`config.mk`:
```
export PLATFORM = sky130hd
export DESIGN_NAME = pdfi_top
export DESIGN_NICKNAME = d
export VERILOG_FILES = /design/src/verilog/pdfi_pkg.sv /design/src/verilog/pdfi_deadband.sv /design/src/verilog/pdfi_fault_flags.sv /design/src/verilog/pdfi_top.sv
export SDC_FILE = /design/constraint.sdc
export NUM_CORES = 1
export LEC_CHECK = 0
export ABC_AREA = 1
export BUFFER_PORTS_ARGS = -buffer_cell sky130_fd_sc_hd__buf_2
export CAP_MARGIN = 20
export CORE_MARGIN = 2
export CORE_UTILIZATION = 40
export CTS_BUF_LIST = sky130_fd_sc_hd__clkbuf_4 sky130_fd_sc_hd__clkbuf_8
export CTS_CLUSTER_SIZE = 12
export DETAILED_ROUTE_END_ITERATION = 7
export SLEW_MARGIN = 20
export SYNTH_ARGS = -nofsm -noshare
export SYNTH_HDL_FRONTEND = slang
export SYNTH_SLANG_ARGS = --single-unit
```
`constraint.sdc`:
```
create_clock -name sys_clk -period 8.7 [get_ports sys_clk]
set_input_delay 0.435 -clock sys_clk [delete_from_list [all_inputs] [get_ports sys_clk]]
set_output_delay 0.435 -clock sys_clk [all_outputs]
set_load 0.05 [all_outputs]
```
`src/verilog/pdfi_pkg.sv`:
```
// shared constants and types for the dead-band and fault-interrupt block
`default_nettype none
package pdfi_pkg;
  localparam int unsigned PDFI_NUM_GEN = 4;
  localparam int unsigned PDFI_DLY_W = 16;
  localparam int unsigned PDFI_ADDR_W = 4;
  // register offsets (byte addresses)
  localparam logic [3:0] PDFI_OFS_CTRL = 4'h0;
  localparam logic [3:0] PDFI_OFS_DLY0 = 4'h4;
  localparam logic [3:0] PDFI_OFS_DLY1 = 4'h8;
  localparam logic [3:0] PDFI_OFS_DLY2 = 4'hC;
  // remaining offsets fill the gaps below 4'h7 in the same 4-bit address space
  localparam logic [3:0] PDFI_OFS_STAT = 4'h1;
  localparam logic [3:0] PDFI_OFS_CLR = 4'h2;
  localparam logic [3:0] PDFI_OFS_IEN = 4'h3;
  localparam logic [3:0] PDFI_OFS_LCLR = 4'h5;
  localparam logic [3:0] PDFI_OFS_DLY3 = 4'h6;
  // control register fields
  localparam int unsigned PDFI_CTRL_DB_LSB = 0;
  localparam int unsigned PDFI_CTRL_EXT_BIT = 4;
  localparam logic [31:0] PDFI_CTRL_RST = 32'h0000_0000;
  localparam logic [3:0] PDFI_IEN_RST = 4'h0;
  // delay register: rise in low half, fall in high half
  localparam int unsigned PDFI_RISE_LSB = 0;
  localparam int unsigned PDFI_FALL_LSB = 16;
  localparam logic [15:0] PDFI_DLY_RST = 16'h0000;

  typedef struct packed {
    logic [PDFI_DLY_W-1:0] falling_edge_delay_count;
    logic [PDFI_DLY_W-1:0] rising_edge_delay_count;
  } pdfi_dly_t;

  typedef struct packed {
    logic [PDFI_ADDR_W-1:0] addr;
    logic [31:0] wdata;
    logic wr;
    logic rd;
  } pdfi_bus_t;
endpackage
`default_nettype wire

```
`src/verilog/pdfi_deadband.sv`:
```
// dead-band stage for one generator output pair
`timescale 1ns/100ps
`default_nettype none
module pdfi_deadband
  import pdfi_pkg::*;
#(
  parameter int unsigned DLY_W = PDFI_DLY_W
)(
  // clock and reset
  input wire logic sys_clk,
  input wire logic sys_rst,
  // configuration
  input wire logic db_en,
  input wire logic [DLY_W-1:0] rise_dly,
  input wire logic [DLY_W-1:0] fall_dly,
  // raw generator signals
  input wire logic raw_a,
  input wire logic raw_b,
  // delayed pair
  output logic out_a,
  output logic out_b
);
  logic a_prev_ff;
  logic [DLY_W-1:0] cnt_ff;
  logic db_a_ff;
  logic db_b_ff;
  logic [DLY_W-1:0] nxt_cnt;
  logic nxt_db_a;
  logic nxt_db_b;

  wire rise_edge = raw_a & ~a_prev_ff;
  wire fall_edge = ~raw_a & a_prev_ff;
  wire cnt_done = (cnt_ff == '0);

  ////////////////////////////////////////////////////////////////////////
  // a delayed after its rise, b (inverted a) delayed after a's fall
  always_comb
  begin
    nxt_cnt = cnt_ff;
    nxt_db_a = db_a_ff;
    nxt_db_b = db_b_ff;
    if (rise_edge)
    begin
      nxt_db_b = 1'b0;
      nxt_cnt = rise_dly;
      if (rise_dly == '0)
        nxt_db_a = 1'b1;
    end
    else if (fall_edge)
    begin
      nxt_db_a = 1'b0;
      nxt_cnt = fall_dly;
      if (fall_dly == '0)
        nxt_db_b = 1'b1;
    end
    else if (!cnt_done)
    begin
      nxt_cnt = cnt_ff - 1'b1;
      if (cnt_ff == {{(DLY_W-1){1'b0}}, 1'b1})
      begin
        nxt_db_a = raw_a;
        nxt_db_b = ~raw_a;
      end
    end
  end

  always_ff @(posedge sys_clk or posedge sys_rst)
  begin
    if (sys_rst)
    begin
      a_prev_ff <= 1'b0;
      cnt_ff <= '0;
      db_a_ff <= 1'b0;
      db_b_ff <= 1'b0;
    end
    else
    begin
      a_prev_ff <= raw_a;
      cnt_ff <= nxt_cnt;
      db_a_ff <= nxt_db_a;
      db_b_ff <= nxt_db_b;
    end
  end

  // bypass keeps the two comparator outputs independent
  assign out_a = db_en ? db_a_ff : raw_a;
  assign out_b = db_en ? db_b_ff : raw_b;
endmodule
`default_nettype wire

```
`src/verilog/pdfi_fault_flags.sv`:
```
// sticky per-generator fault interrupt flags
`timescale 1ns/100ps
`default_nettype none
module pdfi_fault_flags
  import pdfi_pkg::*;
#(
  parameter int unsigned NUM_GEN = PDFI_NUM_GEN
)(
  // clock and reset
  input wire logic sys_clk,
  input wire logic sys_rst,
  // mode and sources
  input wire logic ext_mode,
  input wire logic [NUM_GEN-1:0] gen_fault_trig,
  input wire logic legacy_fault_pin,
  // clears
  input wire logic [NUM_GEN-1:0] clr_mask,
  // flags
  output logic [NUM_GEN-1:0] flags
);
  logic [NUM_GEN-1:0] flag_ff;
  logic [NUM_GEN-1:0] set_vec;

  // extended: one flag per generator; legacy: pin feeds flag 0 only
  assign set_vec = ext_mode ? gen_fault_trig
    : {{(NUM_GEN-1){1'b0}}, legacy_fault_pin};

  ////////////////////////////////////////////////////////////////////////
  always_ff @(posedge sys_clk or posedge sys_rst)
  begin
    if (sys_rst)
      flag_ff <= '0;
    else
      flag_ff <= set_vec | (flag_ff & ~clr_mask);
  end

  assign flags = flag_ff;
endmodule
`default_nettype wire

```
`src/verilog/pdfi_top.sv`:
```
// dead-band insertion and fault-interrupt status for four generators
`timescale 1ns/100ps
`default_nettype none
module pdfi_top
  import pdfi_pkg::*;
#(
  parameter int unsigned NUM_GEN = PDFI_NUM_GEN,
  parameter int unsigned DLY_W = PDFI_DLY_W
)(
  // clock and reset
  input wire logic sys_clk,
  input wire logic sys_rst,
  // register port
  input wire logic [PDFI_ADDR_W-1:0] reg_addr,
  input wire logic [31:0] reg_wdata,
  input wire logic reg_wr,
  input wire logic reg_rd,
  output logic [31:0] reg_rdata,
  // generator comparator outputs, even = primary
  input wire logic [2*NUM_GEN-1:0] gen_raw,
  // fault sources
  input wire logic [NUM_GEN-1:0] gen_fault_trig,
  input wire logic legacy_fault_pin,
  // pwm outputs
  output logic [2*NUM_GEN-1:0] pwm_out,
  // interrupt
  output logic fault_irq
);
  pdfi_bus_t bus;
  logic [31:0] ctrl_ff;
  pdfi_dly_t dly_ff [NUM_GEN];
  logic [NUM_GEN-1:0] ien_ff;
  logic [31:0] rdata_ff;
  logic [2*NUM_GEN-1:0] pwm_ff;
  logic irq_ff;
  logic [NUM_GEN-1:0] flags;
  logic [2*NUM_GEN-1:0] db_out;
  logic [31:0] nxt_rdata;

  assign bus = '{addr: reg_addr, wdata: reg_wdata, wr: reg_wr, rd: reg_rd};

  ////////////////////////////////////////////////////////////////////////
  // address decode
  wire sel_ctrl = (bus.addr == PDFI_OFS_CTRL);
  wire sel_stat = (bus.addr == PDFI_OFS_STAT);
  wire sel_clr = (bus.addr == PDFI_OFS_CLR);
  wire sel_ien = (bus.addr == PDFI_OFS_IEN);
  wire sel_lclr = (bus.addr == PDFI_OFS_LCLR);
  wire ext_mode = ctrl_ff[PDFI_CTRL_EXT_BIT];
  wire [NUM_GEN-1:0] db_en = ctrl_ff[PDFI_CTRL_DB_LSB +: NUM_GEN];

  function automatic logic [3:0] dly_ofs(input int unsigned g);
    logic [3:0] r;
    r = PDFI_OFS_DLY0;
    unique case (g)
      0: r = PDFI_OFS_DLY0;
      1: r = PDFI_OFS_DLY1;
      2: r = PDFI_OFS_DLY2;
      default: r = PDFI_OFS_DLY3;
    endcase
    return r;
  endfunction

  // clear masks: full write, or the legacy path on flag 0 only
  wire [NUM_GEN-1:0] clr_full =
    (bus.wr && sel_clr) ? bus.wdata[NUM_GEN-1:0] : '0;
  wire [NUM_GEN-1:0] clr_legacy =
    {{(NUM_GEN-1){1'b0}}, bus.wr && sel_lclr};

  ////////////////////////////////////////////////////////////////////////
  // control and enable registers
  always_ff @(posedge sys_clk or posedge sys_rst)
  begin
    if (sys_rst)
    begin
      ctrl_ff <= PDFI_CTRL_RST;
      ien_ff <= PDFI_IEN_RST;
    end
    else
    begin
      if (bus.wr && sel_ctrl)
        ctrl_ff <= bus.wdata;
      if (bus.wr && sel_ien)
        ien_ff <= bus.wdata[NUM_GEN-1:0];
    end
  end

  ////////////////////////////////////////////////////////////////////////
  // per generator: delay register and dead-band stage
  genvar g;
  generate
    for (g = 0; g < NUM_GEN; g++)
    begin : gen_pair
      wire sel_dly = (bus.addr == dly_ofs(g));
      always_ff @(posedge sys_clk or posedge sys_rst)
      begin
        if (sys_rst)
          dly_ff[g] <= '{PDFI_DLY_RST, PDFI_DLY_RST};
        else if (bus.wr && sel_dly)
          dly_ff[g] <= bus.wdata;
      end
      pdfi_deadband #(.DLY_W(DLY_W)) u_db (
        .sys_clk(sys_clk),
        .sys_rst(sys_rst),
        .db_en(db_en[g]),
        .rise_dly(dly_ff[g].rising_edge_delay_count),
        .fall_dly(dly_ff[g].falling_edge_delay_count),
        .raw_a(gen_raw[2*g]),
        .raw_b(gen_raw[2*g+1]),
        .out_a(db_out[2*g]),
        .out_b(db_out[2*g+1])
      );
    end
  endgenerate

  ////////////////////////////////////////////////////////////////////////
  // fault flags
  pdfi_fault_flags #(.NUM_GEN(NUM_GEN)) u_flags (
    .sys_clk(sys_clk),
    .sys_rst(sys_rst),
    .ext_mode(ext_mode),
    .gen_fault_trig(gen_fault_trig),
    .legacy_fault_pin(legacy_fault_pin),
    .clr_mask(clr_full | clr_legacy),
    .flags(flags)
  );

  ////////////////////////////////////////////////////////////////////////
  // read mux; unmapped and write-only addresses read zero
  always_comb
  begin
    nxt_rdata = 32'h0000_0000;
    if (bus.rd)
    begin
      if (sel_ctrl)
        nxt_rdata = ctrl_ff;
      else if (sel_stat)
        nxt_rdata[NUM_GEN-1:0] = flags;
      else if (sel_ien)
        nxt_rdata[NUM_GEN-1:0] = ien_ff;
      else
        for (int i = 0; i < NUM_GEN; i++)
          if (bus.addr == dly_ofs(i))
            nxt_rdata = dly_ff[i];
    end
  end

  ////////////////////////////////////////////////////////////////////////
  // registered outputs
  always_ff @(posedge sys_clk or posedge sys_rst)
  begin
    if (sys_rst)
    begin
      rdata_ff <= 32'h0000_0000;
      pwm_ff <= '0;
      irq_ff <= 1'b0;
    end
    else
    begin
      rdata_ff <= nxt_rdata;
      pwm_ff <= db_out;
      irq_ff <= |(flags & ien_ff);
    end
  end

  assign reg_rdata = rdata_ff;
  assign pwm_out = pwm_ff;
  assign fault_irq = irq_ff;
endmodule
`default_nettype wire

```
=== Word level (Yosys, flattened, before mapping) ===
Index checks and enable logic that the tools add are counted.

* Output and inout port bits: 41
* Register bits: 285
* Word-level logic and storage cells: 205

* Bitwise logic cells: 21
* Multiplexer cells: 88
* Equal/unequal tests: 28
* Reductions and logical operators: 34
* Add/sub/neg operators: 4

{| class="wikitable"
|+ Operator list
! cell !! number
|-
| 16-bit logical NOT || 12
|-
| 16-bit two-way mux || 12
|-
| 32-bit two-way mux || 6
|-
| 4-bit two-way mux || 20
|-
| 16-bit by 1-bit == test with 1-bit output (second input constant) || 4
|-
| 16-bit by 1-bit subtractor with 16-bit output (second input constant) || 4
|-
| 28-bit two-way mux || 2
|-
| 1-bit two-way mux || 48
|-
| 3-bit AND reduction || 8
|-
| 4-bit == test || 4
|-
| 4-bit by 3-bit == test with 1-bit output (second input constant) || 3
|-
| 3-bit by 1-bit != test with 1-bit output (second input constant) || 4
|-
| 3-bit by 2-bit != test with 1-bit output (second input constant) || 4
|-
| 3-bit nonzero test || 4
|-
| 1-bit AND || 8
|-
| 4-bit AND || 2
|-
| 4-bit by 2-bit == test with 1-bit output (second input constant) || 2
|-
| 4-bit == test (second input constant) || 2
|-
| 1-bit logical AND || 8
|-
| 2-bit != test (second input constant) || 4
|-
| 1-bit NOT || 8
|-
| 4-bit by 1-bit == test with 1-bit output (second input constant) || 1
|-
| 4-bit logical NOT || 1
|-
| 4-bit NOT || 1
|-
| 3 further kinds || 3
|}

=== Longest topological paths before layout ===
Gate-level depths: netlist of run 1.

* Depth after elaboration: 14
* Mapped depth: 11
* Gate-level depth less buffers: 10

=== Hierarchy ===
A second synthesis of run 1 with hierarchy kept.

* Cell total of the unflattened synthesis: 2033
* Area, all modules: 15127.0 um^2

{| class="wikitable"
|+ By module, submodules not included
! module !! cells each !! area each (um^2) !! instances !! sequential area each (um^2)
|-
| pdfi_top || 1045 || 8665.8 || 1 || 5129.9
|-
| pdfi_deadband (gen_pair[2].u_db ...) || 243 || 1577.8 || 2 || 475.5
|-
| pdfi_deadband (gen_pair[0].u_db ...) || 241 || 1570.3 || 2 || 475.5
|-
| pdfi_fault_flags || 20 || 165.2 || 1 || 100.1
|}

=== Least setup slack after synthesis of run 1 ===
No wires, ideal clock.

* Path kind: flip-flop to flip-flop
* From: register gen_pair[1].u_db.cnt_ff[0]
* To: register gen_pair[1].u_db.cnt_ff[9]
* Required time: 8.580 ns
* Arrival time: 1.455 ns
* Clock period less this slack: 1.576 ns
* Stages on the path, launching flop included: 10
* Slack: 7.124 ns
* Cells stage by stage: dfrtp_1 -> inv_1 -> ha_1 -> nand3_1 -> nor2_2 -> nand2_1 -> nor2_1 -> nand3_1 -> o21ai_0 -> nand2_1

* Cells in the longest elaborated chain, start to end: 4
* Elaborated cells between the ends (all ways): 6

{| class="wikitable"
|+ Ends and longest elaborated chain
! item !! line !! source
|-
| start, declared || pdfi_deadband.sv:24 || <nowiki>logic [DLY_W-1:0] cnt_ff;</nowiki>
|-
| start signal, assigned || pdfi_deadband.sv:79 || <nowiki>cnt_ff <= nxt_cnt;</nowiki>
|-
| 16-bit by 1-bit subtractor with 16-bit output || pdfi_deadband.sv:58 || <nowiki>nxt_cnt = cnt_ff - 1'b1;</nowiki>
|-
| 16-bit two-way mux || pdfi_deadband.sv:56 || <nowiki>else if (!cnt_done)</nowiki>
|-
| 16-bit two-way mux || pdfi_deadband.sv:49 || <nowiki>else if (fall_edge)</nowiki>
|-
| 16-bit two-way mux || pdfi_deadband.sv:42 || <nowiki>if (rise_edge)</nowiki>
|}

Several ways; a longest one is shown, not always the timed one. The select of a mux whose other input is x is not followed.
A chain may end at the register's enable or synchronous reset.

=== Final worst setup path of run 1 ===
* From: input port gen_raw[6]
* To: register gen_pair[3].u_db.cnt_ff[11]

* Cells in the longest elaborated chain, start to end: 4
* Elaborated cells between the ends (all ways): 6

{| class="wikitable"
|+ Ends and longest elaborated chain
! item !! line !! source
|-
| start, declared || pdfi_top.sv:20 || <nowiki>input wire logic [2*NUM_GEN-1:0] gen_raw,</nowiki>
|-
| 1-bit NOT || pdfi_deadband.sv:32 || <nowiki>wire fall_edge = ~raw_a & a_prev_ff;</nowiki>
|-
| 1-bit AND || pdfi_deadband.sv:32 ||
|-
| 16-bit two-way mux || pdfi_deadband.sv:49 ||
|-
| 16-bit two-way mux || pdfi_deadband.sv:42 ||
|-
| end signal, assigned || pdfi_deadband.sv:79 ||
|-
| end, declared || pdfi_deadband.sv:24 ||
|}

Several ways; a longest one is shown, not always the timed one.

==> flow_metrics.tcl, run 1 <==
set metrics [dict create \
    syn_inst 1944 \
    grt_antenna_before_repair 0 \
    worst_pin_slew_ns 1.04 \
    worst-path-max-fanout 17 \
    slew_viol_final 0 \
    ant_nets 0 \
    yosys_warnings 0 \
    cts_buffers 50 \
    drtIter0Drc 1086 \
    ios 94 \
    min_period_ns 2.55 \
    rsz0062_at_grt "false" \
    fin_hold_ws_ns 0.0300 \
    die_w_microns 194 \
    cp.required_ns 9.24 \
    hold_buffers 5 \
    nets 2097 \
    htree_num_levels 2 \
    cts_tree "yes" \
    dr.pass1.iters 8 \
    synthToLayoutAreaGrowth_pct 13.7 \
    rows 69 \
    setup_viol 0 \
    cts_sinks 285 \
    grt_remaining_overflow 0 \
    worstPathArrival_ns 3.08 \
    worstSetupEndpointType "flip-flop" \
    syn-cell-area_sq_um 14500 \
    hold_viol_final 0 \
    port-buffer-count 93 \
    fin_ws_ns 6.15 \
    grt_max_degree 91 \
    drive_gt1_share_pct 10.8 \
    ys_types 36 \
    dp.cells 2439 \
    grt_pass1_vias 12592 \
    dp_hpwl_microns 34100 \
    p_per_area_nw_per_um2 258 \
    die_h_microns 194 \
    syn_nets 2005 \
    clkSlewWorstSetupHoldPaths_ns 0.06 \
    initial_core_util_pct 40.7 \
    clkLatencyLatePin_ns 0.62 \
    cellLeakagePower_nw 8.41 \
    synthTopCellsByArea "dfrtp_1 49%, nand2_1 15%, o21ai_0 8.0%" \
    die_area_sq_um 37800 \
    seq_area_frac_synth_pct 49.2 \
    grtUsageTotal_pct 24.2 \
    via_per_inst 5.20 \
    routabilityCongestion 0.959 \
    min-delay-path-class "in -> reg" \
    finalClockSkew_ns 0.0210 \
    root_buffer "clkbuf_8" \
    ir_drop_v 0.000136 \
    avgSynthCellArea_sq_um 7.46 \
    drv_cap 0 \
    post-cts-setup-buffer-count 0 \
    place_ws_ns 5.73 \
    total_power_mw 4.26 \
    ys_ff_latch 285 \
    synth_top_area_cell "dfrtp_1" \
    detail_route.wl_per_cell_microns 17.9 \
    maxSlewHeadroom_pct 30.4 \
    core-area_sq_um 35700 \
    cts_buffer_depth 3 \
    fmax_ghz 0.393 \
    finalSetupTns_ns 0 \
    vias 13173 \
    drt-total-wl_microns 45400 \
    critPathLaunchType "input pin" \
    diodes 0 \
    post_cts_resize_count 0 \
    grt_pass1_wl_microns 71500 \
    critical_path_class "in -> reg" \
    period_share_pct 29.3 \
    final_cells 2535 \
    status "finished clean" \
    synth_top_area_share_pct 49.2 \
    drc_errors 0 \
]
==> metal layers <==
metal	part of all wire (%)	GRT usage [%]	vias to the layer above	routed length [microns]
li1	-	-	6401	-
met1	45	34.4	6204	20700
met2	44	37.0	469	20100
met3	6.6	3.94	99	3010
met4	3.6	9.77	0	1620
met5	0	0	-	0
==> cell usage after synthesis, drive strengths merged <==
cell / number
a21o: 1
a21oi: 67
a31oi: 1
and2: 1
buf: 27
clkbuf: 37
dfrtp: 285
ha: 8
inv: 289
mux2: 4
nand2: 577
nand3: 75
nand3b: 5
nand4: 40
nor2: 156
nor3: 11
nor3b: 2
o211ai: 17
o21ai: 273
o221ai: 2
o22ai: 46
o31ai: 1
or2: 6
xnor2: 5
xor2: 8
==> sequential cells by signal (all words and copies together), names as in the netlist <==
register,count
gen_pair.u_db.db_b_ff,4
fault_irq,1
pwm_out,8
ctrl_ff,32
gen_pair.u_db.db_a_ff,4
reg_rdata,32
u_flags.flags,4
dly_ff,128
gen_pair.u_db.cnt_ff,64
ien_ff,4
gen_pair.u_db.a_prev_ff,4
==> kinds of logic after synthesis <==
group	after synthesis	synth area share [%]
AO/OA/AOI/OAI	408	14.9
XOR/XNOR	13	0.785
adder cells (fa/ha/maj)	8	0.690
buffers and inverters	353	9.43
flip-flops	285	49.2
multiplexers	4	0.310
AND/OR/NAND/NOR	873	24.8
==> per-stage QoR <==
stage,instance area [sq um],util (%)
6_report,16500,46.3
5_1_grt,16500,46.3
4_1_cts,16500,46.2
3_5_place_dp,15300,43.0
3_3_place_gp,15300,43.0
2_1_floorplan,14500,-
==> layout make-up <==
type,count,area [sq um]
tap,461,577
fill,3648,19200
timing repair buffer,104,573
multi-input combinational,1306,6010
sequential,285,7130
inverter,289,1090
clock inverter,6,55.1
clock buffer,84,1050
==> worst paths after layout <==
kind | start | end | slack [ns] | depth (start not counted)
worst max-delay path | gen_raw[6] | gen_pair[3].u_db.cnt_ff[11] | 6.15 | 10
worst min-delay path | gen_fault_trig[3] | u_flags.flags[3] | 0.03 | 3
worst max register to register | gen_pair[3].u_db.a_prev_ff | gen_pair[3].u_db.cnt_ff[11] | 6.28 | 7
worst min register to register | gen_pair[3].u_db.db_b_ff | gen_pair[3].u_db.db_b_ff | 0.47 | 2
max in group asynchronous | sys_rst | ien_ff[0] | 6.73 | 4
min in group asynchronous | sys_rst | reg_rdata[23] | 0.49 | 3
==> cells in the final DEF (no fill, tap or decap), drive strengths merged, types with 6 or more instances in the layout <==
cell,n
nand3,75
nor2,156
or2,6
a21oi,67
nor3,11
clkbuf,84
ha,8
xor2,8
buf,99
o22ai,46
nand2,577
dfrtp,285
inv,289
o211ai,17
o21ai,273
nand4,40
==> worst max-delay path, stage by stage <==
cell and delay [ns]:
dlygate4sd3_1 0.52, buf_2 0.13, inv_2 0.06, nand2_2 0.27
inv_1 0.16, nor2_1 0.68, nand3_1 0.43, inv_1 0.21
o21ai_0 0.10, nand2_1 0.07
==> power breakdown <==
part,total (mW),switching (mW),internal (mW)
Sequential,1.85,0.238,1.61
Combinational,1.06,0.721,0.340
Clock,1.35,0.566,0.785
(Power assumes the default switching activity.)
==> run 2, diff against run 1 <==
- clock period: 8.7 -> 2.4 ns (I/O delays scaled with it)
==> run 2 against run 1 <==
  * The flow now finishes with violations (design-rule violations)
  * Largest cell class unchanged
  * Final area up 4.1%
  * Critical path depth down 3
  * Worst setup slack worse by 5.7 ns
  * Largest power group unchanged
  * Hold slack better by 0.030 ns
==> flow_metrics.tcl, run 2 (synthesis gave the netlist of run 1 again) <==
set metrics [dict create \
    min-delay-start "reg_addr[3]" \
    drtIter0Drc 1238 \
    drv_cap 0 \
    slew_viol_final 0 \
    violations "design-rule violations" \
    core-area_sq_um 35700 \
    p_per_area_nw_per_um2 909 \
    final_cell_mix "570 x nand2_1, 285 x dfrtp_1, 284 x inv_1, 232 x o21ai_0, 145 x nor2_1" \
    via_per_inst 5.19 \
    grt_antenna_before_repair 0 \
    vias 13524 \
    min-delay-path-class "in -> reg" \
    clkSlewWorstSetupHoldPaths_ns 0.06 \
    port-buffer-count 93 \
    root_buffer "clkbuf_8" \
    min_path_cells 6 \
    cts_buffers 52 \
    worstSetupEndpointType "flip-flop" \
    cellLeakagePower_nw 8.70 \
    grt_remaining_overflow 0 \
    clkLatencyLatePin_ns 0.60 \
    cts_buffer_depth 3 \
    cp.required_ns 2.85 \
    r2r_start "gen_pair[1].u_db.cnt_ff[0]" \
    critPathLaunchType "flip-flop" \
    synthToLayoutAreaGrowth_pct 18.3 \
    post-cts-setup-buffer-count 0 \
    initial_core_util_pct 40.7 \
    largest_reg_flops 128 \
    nets 2166 \
    diodes 0 \
    dp_hpwl_microns 34900 \
    rows 69 \
    fmax_ghz 0.502 \
    layout_commonest_cell "nand2_1" \
    final_cell_area_sq_um 17200 \
    fin_ws_ns 0.408 \
    place_ws_ns 0.445 \
    r2r_setup_slack_ns 0.41 \
    period_share_pct 83.0 \
    fin_util_pct 48.1 \
    grtUsageTotal_pct 24.7 \
    dr.pass1.iters 8 \
    cts_tree "yes" \
    ant_nets 0 \
    nFillCells 3627 \
    critical_path_class "reg -> reg" \
    worst-path-max-fanout 12 \
    path_cells "inv_1, ha_1, nand3_1, nor2_2, nand3_1, inv_1, a21oi_1" \
    post_cts_resize_count 0 \
    status "finished with violations" \
    ir_drop_v 0.000475 \
    worstPathArrival_ns 2.44 \
    rsz0062_at_grt "false" \
    drc_errors 3 \
    finalClockSkew_ns 0.0286 \
    die_w_microns 194 \
    die_area_sq_um 37800 \
    hold_viol_final 0 \
    crit_slowest_cell "dfrtp_1" \
    place_area_sq_um 15500 \
    ios 94 \
    grt_pass1_vias 12721 \
    drive_gt1_share_pct 11.5 \
    crit_start "gen_pair[1].u_db.cnt_ff[0]" \
    drt-total-wl_microns 46500 \
    regMostFlops "dly_ff" \
    total_power_mw 15.6 \
    htree_num_levels 2 \
    min_period_ns 1.99 \
    cts_sinks 285 \
    setup_viol 0 \
    grt_max_degree 101 \
    critical-path-max-stage-delay_ns 0.40 \
    grt_pass1_wl_microns 72700 \
    worst_pin_slew_ns 0.618 \
    reg_top3 "dly_ff: 128 flops, gen_pair.u_db.cnt_ff: 64 flops" \
    detail_route.wl_per_cell_microns 17.8 \
    maxSlewHeadroom_pct 58.8 \
    ff2ff_path_depth 7 \
    die_h_microns 194 \
    routabilityCongestion 1.01 \
]
## run 2: changes by cell type in the layout (fill, tap and decap cells not counted)
| cell | before | now |
|---|---|---|
| clkbuf_4 | 17 | 14 |
| clkbuf_8 | 67 | 72 |
| clkinvlp_4 | 0 | 3 |
| buf_4 | 5 | 24 |
| buf_12 | 1 | 3 |
| inv_8 | 1 | 0 |
| bufinv_16 | 1 | 0 |
| dlygate4sd3_1 | 5 | 51 |
## run 2: power breakdown
part / leakage [nW] / internal (mW) / total, mW / switching (mW)
Clock: 0.602 / 2.86 / 4.94 / 2.08
Combinational: 4.52 / 1.31 / 3.97 / 2.66
Sequential: 3.58 / 5.84 / 6.69 / 0.857
Total: 8.70 / 10.0 / 15.6 / 5.59
## run 2: worst paths after layout
check                                                  end
worst max-delay path            gen_pair[1].u_db.cnt_ff[8]
worst min-delay path                         reg_rdata[15]
worst max register to register  gen_pair[1].u_db.cnt_ff[8]
worst min register to register    gen_pair[2].u_db.db_a_ff
max in group asynchronous                       ctrl_ff[5]
min in group asynchronous                      dly_ff[116]
## run 2: timing repair
item                                    4_1_cts  5_1_grt
hold buffers                                 51        0
endpoints found under the hold margin       366        0
endpoints found under the setup margin        0        0
## run 2: layout make-up
type | instances | area [sq um] | area share (%)
clock buffers | 86 | 1100 | 6.39
clock inverters | 7 | 40.0 | 0.233
inverters | 289 | 1090 | 6.34
multi-input cells | 1306 | 6010 | 35.0
flip-flops and latches | 285 | 7130 | 41.6
well taps | 461 | 577 | 3.36
repair buffers | 171 | 1220 | 7.09
## run 2: routing by layer
layer / GRT usage (%) / wire [microns] / vias to the layer above
met3: 3.83 / 3000 / 86
met5: 0 / 0 / -
li1: - / - / 6536
met1: 35.0 / 20900 / 6424
met2: 38.4 / 21000 / 478
met4: 8.77 / 1550 / 0
## run 2: critical path, delay by kind of cell, from the launching register on
family / cells / cell delay (ns)
and+or+nand+nor: 3 / 0.74
AOI/OAI and AO/OA: 1 / 0.07
buffers and inverters: 2 / 0.45
adders and majority gates: 1 / 0.20
DFF: 1 / 0.40
## run 2: metrics by stage
step / TNS, ns / instances / hold WS, ns
final: 0 / 2605 / 0.0603
after global routing: 0 / 2605 / 0.0784
after CTS: 0 / 2605 / 0.0210
after detailed placement: 0 / 2461 / 0.240
after global placement: 0 / 2461 / 0.237
after floorplan: -426.72 / 1944 / 0.151
